**config.mk**
```make
export PLATFORM = sky130hd
export DESIGN_NAME = power_on_reset_sequencer
export DESIGN_NICKNAME = d
export VERILOG_FILES = /design/src/design/por_seq_pkg.sv /design/src/design/power_on_reset_sequencer.sv /design/src/design/reset_hold_timer.sv
export SDC_FILE = /design/constraint.sdc
export NUM_CORES = 1
export LEC_CHECK = 0
export ABC_AREA = 1
export BUFFER_PORTS_ARGS = -buffer_cell sky130_fd_sc_hd__buf_2
export CAP_MARGIN = 20
export CELL_PAD_IN_SITES_DETAIL_PLACEMENT = 0
export CELL_PAD_IN_SITES_GLOBAL_PLACEMENT = 2
export CORE_MARGIN = 2
export CORE_UTILIZATION = 38
export CTS_CLUSTER_SIZE = 20
export DETAILED_ROUTE_END_ITERATION = 8
export GPL_TIMING_DRIVEN = 0
export PLACE_DENSITY_LB_ADDON = 0.1
export SLEW_MARGIN = 20
export SYNTH_ARGS = -nofsm -noshare
export SYNTH_HDL_FRONTEND = slang
export SYNTH_HIERARCHICAL = 1
export SYNTH_SLANG_ARGS = --single-unit
```
**constraint.sdc**
```tcl
create_clock -name CLK -period 4.35 [get_ports CLK]
set_input_delay 0.435 -clock CLK [delete_from_list [all_inputs] [get_ports CLK]]
set_output_delay 0.435 -clock CLK [all_outputs]
set_load 0.01 [all_outputs]
```
**src/design/por_seq_pkg.sv**
```systemverilog
// constants and carrier types for the power-on reset sequencer
// assumes a single 40 MHz clock and comparator flags already synchronous
//
// Contract
// standby reset low while standby rail low
// standby reset held 180 ms after rail good
// main reset low while main rail low
// main reset held 180 ms after rail good
// main reset waits 180 ms after standby release
// main reset pin also accepts external low
// diode cathode high at power-on enters test
// rail dip during hold restarts full hold
package por_seq_pkg;

  localparam int unsigned CLK_HZ       = 40000000;
  localparam int unsigned HOLD_MS      = 180;
  // 180 ms at 40 MHz, well above 4096 cycles, so the top takes it as a parameter default
  localparam int unsigned HOLD_CYCLES  = (CLK_HZ / 1000) * HOLD_MS;
  localparam int unsigned CNT_W        = 23;

  // one hold channel: counter plus released flag
  typedef struct packed {
    logic [CNT_W-1:0] cnt;
    logic             released;
  } hold_state_t;

  // top-level state: strap capture plus good-run counters for the length checks
  typedef struct packed {
    logic             sampled;
    logic             test_mode;
    logic [CNT_W-1:0] stby_run;
    logic [CNT_W-1:0] main_run;
  } top_state_t;

endpackage : por_seq_pkg

```
**src/design/power_on_reset_sequencer.sv**
```systemverilog
// power-on reset sequencer: standby and main reset outputs, test mode entry
// assumes rail comparator flags are synchronous to CLK; main reset pin is open drain
`timescale 1ns/1ps
module power_on_reset_sequencer #(
  parameter int unsigned HOLD = por_seq_pkg::HOLD_CYCLES
) (
  // clock and asynchronous reset
  input  wire logic CLK,
  input  wire logic RST_N,
  // rail comparator results, high while the rail is above threshold
  input  wire logic STANDBY_RAIL_GOOD,
  input  wire logic MAIN_RAIL_GOOD,
  // open-drain main reset pin: sensed level, data and enable
  input  wire logic MAIN_RESET_IO_I,
  output logic      MAIN_RESET_IO_O,
  output logic      MAIN_RESET_IO_OE,
  // standby reset and the spare cathode output
  output logic      STANDBY_RESET_OUT_N,
  output logic      REMOTE_DIODE_ONE_CATHODE_I_UNUSED,
  // test strap and the resulting test mode flag
  input  wire logic REMOTE_DIODE_ONE_CATHODE,
  output logic      NAND_TEST_MODE
);

  por_seq_pkg::top_state_t state_q;
  por_seq_pkg::top_state_t state_d;
  logic stby_rel;
  logic main_rel;
  logic main_good;

  // standby channel timed straight from its comparator
  reset_hold_timer #(.HOLD(HOLD)) u_stby (
    .CLK      (CLK),
    .RST_N    (RST_N),
    .good     (STANDBY_RAIL_GOOD),
    .released (stby_rel)
  );

  // main hold starts only once both the main rail is good and standby released,
  // which covers both the plain case and the ordered case with one counter
  assign main_good = MAIN_RAIL_GOOD && stby_rel;

  // main channel: same timer, fed by the gated good
  reset_hold_timer #(.HOLD(HOLD)) u_main (
    .CLK      (CLK),
    .RST_N    (RST_N),
    .good     (main_good),
    .released (main_rel)
  );

  // standby output straight from the timer flop, low until released
  assign STANDBY_RESET_OUT_N = stby_rel;
  // open drain main pin: data fixed low, enable pulls it low while held;
  // released means floating, so an outside party can still pull it low
  assign MAIN_RESET_IO_O     = 1'b0;
  assign MAIN_RESET_IO_OE    = !main_rel;
  // spare output kept quiet
  assign REMOTE_DIODE_ONE_CATHODE_I_UNUSED = 1'b0;

  // test strap caught once, on the first clock after reset release; later
  // changes on the cathode pin are ordinary diode traffic and are ignored
  always_comb begin
    state_d = state_q;
    if (!state_q.sampled) begin
      state_d.sampled   = 1'b1;
      state_d.test_mode = REMOTE_DIODE_ONE_CATHODE;
    end
    // good-run lengths, saturating at one full hold; they only feed the
    // length checks below, two counters bought for an independent check
    if (!STANDBY_RAIL_GOOD) begin
      state_d.stby_run = '0;
    end else if (state_q.stby_run != por_seq_pkg::CNT_W'(HOLD)) begin
      state_d.stby_run = state_q.stby_run + 1'b1;
    end
    if (!main_good) begin
      state_d.main_run = '0;
    end else if (state_q.main_run != por_seq_pkg::CNT_W'(HOLD)) begin
      state_d.main_run = state_q.main_run + 1'b1;
    end
  end

  // all top state in one register; reset clears the strap so power-on samples again
  always_ff @(posedge CLK or negedge RST_N) begin
    if (!RST_N) begin
      state_q <= '0;
    end else begin
      state_q <= state_d;
    end
  end

  // external low on the main pin is accepted as a system reset; the
  // composite level is what the rest of the chip sees
  assign NAND_TEST_MODE = state_q.test_mode && MAIN_RESET_IO_I;

  // checks on the outputs and the local state, all on CLK, quiet in reset;
  // the timers register their inputs, so most effects show one edge later
  // than the comparator change that causes them

  // standby output follows its rail down on the next edge
  stby_low_a: assert property (@(posedge CLK) disable iff (!RST_N)
    !STANDBY_RAIL_GOOD |=> !STANDBY_RESET_OUT_N)
    else $error("standby reset released with rail low");

  // a released standby output implies the rail was good one edge before
  stby_good_a: assert property (@(posedge CLK) disable iff (!RST_N)
    STANDBY_RESET_OUT_N |-> $past(STANDBY_RAIL_GOOD))
    else $error("standby released after bad rail");

  // release needs the rail good two edges back
  stby_hold_a: assert property (@(posedge CLK) disable iff (!RST_N)
    $rose(STANDBY_RESET_OUT_N) |-> $past(STANDBY_RAIL_GOOD, 2))
    else $error("standby hold too short");

  // released exactly when a full hold of good cycles has been seen
  stby_len_a: assert property (@(posedge CLK) disable iff (!RST_N)
    STANDBY_RESET_OUT_N == (state_q.stby_run == por_seq_pkg::CNT_W'(HOLD)))
    else $error("standby hold length wrong");

  // a fresh rail rise never releases at once
  stby_wait_a: assert property (@(posedge CLK) disable iff (!RST_N)
    $rose(STANDBY_RAIL_GOOD) |-> !STANDBY_RESET_OUT_N ##1 !STANDBY_RESET_OUT_N)
    else $error("standby released on rail rise");

  // main output follows its rail down on the next edge
  main_low_a: assert property (@(posedge CLK) disable iff (!RST_N)
    !MAIN_RAIL_GOOD |=> MAIN_RESET_IO_OE)
    else $error("main reset released with rail low");

  // a released main output implies the rail was good one edge before
  main_good_a: assert property (@(posedge CLK) disable iff (!RST_N)
    !MAIN_RESET_IO_OE |-> $past(MAIN_RAIL_GOOD))
    else $error("main released after bad rail");

  // release needs the main rail good two edges back
  main_hold_a: assert property (@(posedge CLK) disable iff (!RST_N)
    $fell(MAIN_RESET_IO_OE) |-> $past(MAIN_RAIL_GOOD, 2) && $past(STANDBY_RESET_OUT_N))
    else $error("main hold too short");

  // main released exactly after a full hold of gated good cycles
  main_len_a: assert property (@(posedge CLK) disable iff (!RST_N)
    !MAIN_RESET_IO_OE == (state_q.main_run == por_seq_pkg::CNT_W'(HOLD)))
    else $error("main hold length wrong");

  // a fresh main rail rise never releases at once
  main_wait_a: assert property (@(posedge CLK) disable iff (!RST_N)
    $rose(MAIN_RAIL_GOOD) |-> MAIN_RESET_IO_OE ##1 MAIN_RESET_IO_OE)
    else $error("main released on rail rise");

  // standby held means main held from the next edge on
  main_order_a: assert property (@(posedge CLK) disable iff (!RST_N)
    !STANDBY_RESET_OUT_N |=> MAIN_RESET_IO_OE)
    else $error("main released before standby");

  // main release only while standby was already released
  main_after_a: assert property (@(posedge CLK) disable iff (!RST_N)
    !MAIN_RESET_IO_OE |-> $past(STANDBY_RESET_OUT_N))
    else $error("main released without standby");

  // standby falling pulls main back into reset
  stby_drop_a: assert property (@(posedge CLK) disable iff (!RST_N)
    $fell(STANDBY_RESET_OUT_N) |=> MAIN_RESET_IO_OE)
    else $error("main kept released after standby drop");

  // main hold starts only once standby has been released
  main_rise_a: assert property (@(posedge CLK) disable iff (!RST_N)
    $rose(STANDBY_RESET_OUT_N) |-> MAIN_RESET_IO_OE ##1 MAIN_RESET_IO_OE)
    else $error("main released with standby");

  // the main pin is never driven high
  od_drive_a: assert property (@(posedge CLK) disable iff (!RST_N)
    MAIN_RESET_IO_O == 1'b0)
    else $error("main pin driven high");

  // an outside low on the main pin is seen as reset
  ext_gate_a: assert property (@(posedge CLK) disable iff (!RST_N)
    !MAIN_RESET_IO_I |-> !NAND_TEST_MODE)
    else $error("external reset ignored");

  // strap taken on the first edge after reset
  strap_take_a: assert property (@(posedge CLK) disable iff (!RST_N)
    !state_q.sampled |=> state_q.sampled && state_q.test_mode == $past(REMOTE_DIODE_ONE_CATHODE))
    else $error("strap not taken at power-on");

  // once taken, the strap value stays
  strap_hold_a: assert property (@(posedge CLK) disable iff (!RST_N)
    state_q.sampled |=> $stable(state_q.test_mode))
    else $error("test mode changed after power-on");

  // no test mode before the strap has been taken
  strap_low_a: assert property (@(posedge CLK) disable iff (!RST_N)
    !state_q.sampled |-> !NAND_TEST_MODE)
    else $error("test mode before strap taken");

  // a standby dip keeps the reset asserted
  stby_dip_a: assert property (@(posedge CLK) disable iff (!RST_N)
    $fell(STANDBY_RAIL_GOOD) |=> !STANDBY_RESET_OUT_N [*2])
    else $error("standby dip not held");

  // a main dip keeps the reset asserted
  main_dip_a: assert property (@(posedge CLK) disable iff (!RST_N)
    $fell(MAIN_RAIL_GOOD) |=> MAIN_RESET_IO_OE [*2])
    else $error("main dip not held");

  // scenarios that should be reached by any useful run

  // standby channel completes a hold
  stby_rel_c: cover property (@(posedge CLK) disable iff (!RST_N)
    $rose(STANDBY_RESET_OUT_N));
  // main channel completes a hold
  main_rel_c: cover property (@(posedge CLK) disable iff (!RST_N)
    $fell(MAIN_RESET_IO_OE));
  // rail dips in the middle of a standby hold
  dip_c: cover property (@(posedge CLK) disable iff (!RST_N)
    !STANDBY_RESET_OUT_N && STANDBY_RAIL_GOOD ##1 !STANDBY_RAIL_GOOD);
  // test mode entered from the strap
  test_c: cover property (@(posedge CLK) disable iff (!RST_N)
    state_q.test_mode);
  // outside party pulls the main pin while the device has let go
  ext_c: cover property (@(posedge CLK) disable iff (!RST_N)
    !MAIN_RESET_IO_I && !MAIN_RESET_IO_OE);

endmodule : power_on_reset_sequencer

```
**src/design/reset_hold_timer.sv**
```systemverilog
// one reset channel: asserted while its condition is bad, released after a full hold
// assumes the good input is synchronous to CLK
`timescale 1ns/1ps
module reset_hold_timer #(
  parameter int unsigned HOLD = por_seq_pkg::HOLD_CYCLES
) (
  input  wire logic CLK,
  input  wire logic RST_N,
  input  wire logic good,
  output logic      released
);

  por_seq_pkg::hold_state_t state_q;
  por_seq_pkg::hold_state_t state_d;

  // any bad cycle clears the count, so a dip restarts the whole hold
  always_comb begin
    state_d = state_q;
    if (!good) begin
      state_d.cnt      = '0;
      state_d.released = 1'b0;
    end else if (!state_q.released) begin
      if (state_q.cnt == por_seq_pkg::CNT_W'(HOLD - 1)) begin
        state_d.released = 1'b1;
      end else begin
        state_d.cnt = state_q.cnt + 1'b1;
      end
    end
  end

  always_ff @(posedge CLK or negedge RST_N) begin
    if (!RST_N) begin
      state_q <= '0;
    end else begin
      state_q <= state_d;
    end
  end

  assign released = state_q.released;

  // released never rises unless good held for the whole count
  hold_gate_a: assert property (@(posedge CLK) disable iff (!RST_N)
    $rose(released) |-> $past(good) && $past(state_q.cnt) == por_seq_pkg::CNT_W'(HOLD - 1))
    else $error("release without full hold");
  drop_clear_a: assert property (@(posedge CLK) disable iff (!RST_N)
    !good |=> !released && state_q.cnt == '0)
    else $error("bad input did not restart hold");

endmodule : reset_hold_timer

```
==> results.md <==
- Status: completed
- Leakage power: 1.673 nW
- Max-Cap Viols: 0
- Setup repair bufs after CTS: 0
- Post-CTS resize count: 0
- Beginning of the worst register-to-register path: u_stby/released
- Antenna violations before repair: 0
- Clock root cell: clkbuf_8
- R2R Setup Slk: between 2000 and 2500 ps
- WS Path Type: reg2reg
- Final Cycle Share: 0.4469
- Critical Path Start Type: flop
- Final setup violating endpoints: 0
- Starting DRT DRC Count: 84
- Delay-heaviest family, CP: buffers and inverters
- Pre-CTS WS: 2311 ps
- Slew HR: 0.5435
- CP required: 4590 ps
- Layout cells sized above 1: 0.08227
- GR Overflow Total: 0
- Area leader, netlist: dfrtp_1
- Antenna Cells: 0
- Vias in the first global route: 3298
- CTS clk-pin slew, worst paths: 90 ps
- Via density: 5.124
- Synth Register Bits: 50
- Number of port buffers: 8
- Hold Vio Cnt, Final: 0
- CTS H-Tree Depth: 2
- Netlist cell types: 26
- Least-Margin Pin Slew: 684.8 ps
- Avg Cell Area, Syn: around 6.5 µm²
- Slowest cell on crit path: clkbuf_1
- Post-synthesis instance total: between 500 and 600
- Peak VDD IR: between 0.1 and 0.15 mV
- Worst path arrival time: ~2200 ps
- Post-Route Skew: ~7 ps
- Worst setup EP type: flop
- Routed WL: approximately 9.7 mm
- Die height: approximately 100 µm
- Crit path buffers/inverters: 3
- Worst flop-to-flop path endpoint: u_main/state_q[22]
- CP max FO: 10
- Clk sinks: 50
- Crit-path max cell delay: 530 ps
- GPL Wtd Cong: 0.8264
- CTS Buf Count: 5
- RSZ-0062 raised after global routing: no
- Setup TNS Final: 0 ps
- Clock buffer depth: 2
- Synth top area share: 0.3604
- DR WL/cell: 14.80 µm
- Die outline width: 99.59 µm
- Synth area leaders: dfrtp_1 (36%), nand2_1 (19%), nor2_1 (9.1%)
- Cell Chain, Critical Path: nand2_1 > inv_1 > clkbuf_1 > clkbuf_1 > nand2_1 > nor2_1
- Max Slew Vio Count: 0
- Post-Synthesis Cell Area: 0.003472 mm²
- Gr usage total: 0.2139
- 1st-pass router iterations: 4
- DR DRC count: 0
- Initial Utilization: 0.3943
- Core box area: ~0.0088 mm²
- Post-route ant nets: 0
- # hold bufs at CTS: 0
- F_max: 514.4 MHz
- Nets: 555
- Largest net degree at the start of global routing: roughly 50
- Synthesis-to-layout area growth: 7.424%
- Clock network latency to the later pin of the worst-skew pair: 300 ps
- Hold crit path type: in2async
- Levels on crit path: 6
- CTS tree: built
- Minimum clock period: just under 2000 ps
- Pwr dens: 206.8 mW/mm²
- Routed vias: ~3.4k
- Seq/Total Area, Yosys: 0.3604
- Synthesis warning total: 6
- Post-route setup slack: 2406 ps
- Die ar.: a little under 0.01 mm²
- IO Pins: 11
- R2R cell count: 6
- First-pass GRT wire length: about 17 mm
- Dpl hpwl: 7.042 mm
- Cell Rows: 34
[worst reg2reg max path: stages (launching register included)]
cell	delay (ps)
dfrtp_1	420
nand2_1	70
inv_1	140
clkbuf_1	500
clkbuf_1	530
nand2_1	120
nor2_1	100
[metrics by stage]
stage / cell area (µm²) / utilization / instances / hold WS (ps) / total power [mW]
2_1_floorplan: 3476 / - / 532 / 139.4 / 0.4930
4_1_cts: 3730 / 0.4236 / 655 / 190.9 / 0.7886
5_1_grt: 3730 / 0.4236 / 655 / 216.8 / 0.8103
3_5_place_dp: 3654 / 0.4149 / 648 / 471.1 / 0.5120
6_report: 3730 / 0.4236 / 655 / 155.5 / 0.7714
3_3_place_gp: 3651 / 0.4146 / 648 / 454.5 / 0.5111
[cell usage in the layout (no fill, tap or decap), types with 3 or more instances in the layout]
cell and instances:
buf_6 4, nand2_4 4, nor2_1 84, xor2_1 8, clkbuf_1 10, clkbuf_8 5, buf_4 3, o21ai_0 6
inv_1 60, conb_1 3, nor3_1 6, nand3_1 44, nand4_1 32, nor2_2 8, buf_2 9, nand2_1 173
o21bai_1 8, o21ai_1 14, dfrtp_1 50
[logic make-up (layout without fill, tap and decap cells)]
kind of cell	count (synthesis)	count (layout)	share of synthesized area
and+or+nand+nor	361	361	0.4652
buffers and inverters	80	95	0.09874
DFF	50	50	0.3604
AOI/OAI and AO/OA	28	28	0.04613
xor gates and xnor gates	8	8	0.02018
adders and majority gates	2	2	0.007206
other	2	3	0.002163
[synthesized netlist by cell type (all sizes together)]
library cell	number
o21bai	8
clkbuf	8
conb	2
o21ai	20
ha	2
nand4	32
clkinv	2
dfrtp	50
inv	62
nand2	179
nor2	94
nand3	48
nand3b	2
xor2	8
buf	8
nor3	6
[worst max path at each step]
| stage | endpoint | slack, ps | from |
|---|---|---|---|
| global placement | u_main/state_q[16] | 2280 | MAIN_RAIL_GOOD |
| floorplan | u_main/state_q[11] | 2870 | u_main/state_q[1] |
| CTS | u_main/state_q[22] | 2410 | u_stby/released |
| finish | u_main/state_q[22] | 2410 | u_stby/released |
| detailed placement | u_main/state_q[22] | 2310 | MAIN_RAIL_GOOD |
| global route | u_main/state_q[19] | 2210 | u_main/state_q[1] |
[registers in the layout, summed over array words and instances (netlist names)]
register	flops
u_main/state_q	23
u_stby/state_q	23
state_q	2
u_main/released	1
u_stby/released	1
[power by group]
| group | leakage (nW) | internal [mW] | switching, mW |
|---|---|---|---|
| combinational | 0.942 | 0.00768 | 0.0218 |
| sequential | 0.692 | 0.468 | 0.00415 |
| clock | 0.0383 | 0.112 | 0.158 |
| total | 1.67 | 0.587 | 0.184 |
[routing by layer]
layer  vias to the layer above  part of all wire  global-route usage
met5                         -                 0                   0
met2                        50              0.49              0.3903
met1                      1578              0.45              0.2533
met3                        26             0.022             0.02460
met4                         0             0.033             0.08957
li1                       1702                 -                   -
[final cells by class]
cell class	instances	area, µm²
plain buffers	16	100.1
clock buffers	7	76.32
fillers	965	5076
inverters	64	242.7
multi-input cells	402	1882
flip-flops and latches	50	1251
well taps	108	135.1
repair buffers	8	42.54
No activity file was read; power rests on OpenSTA's default activity.
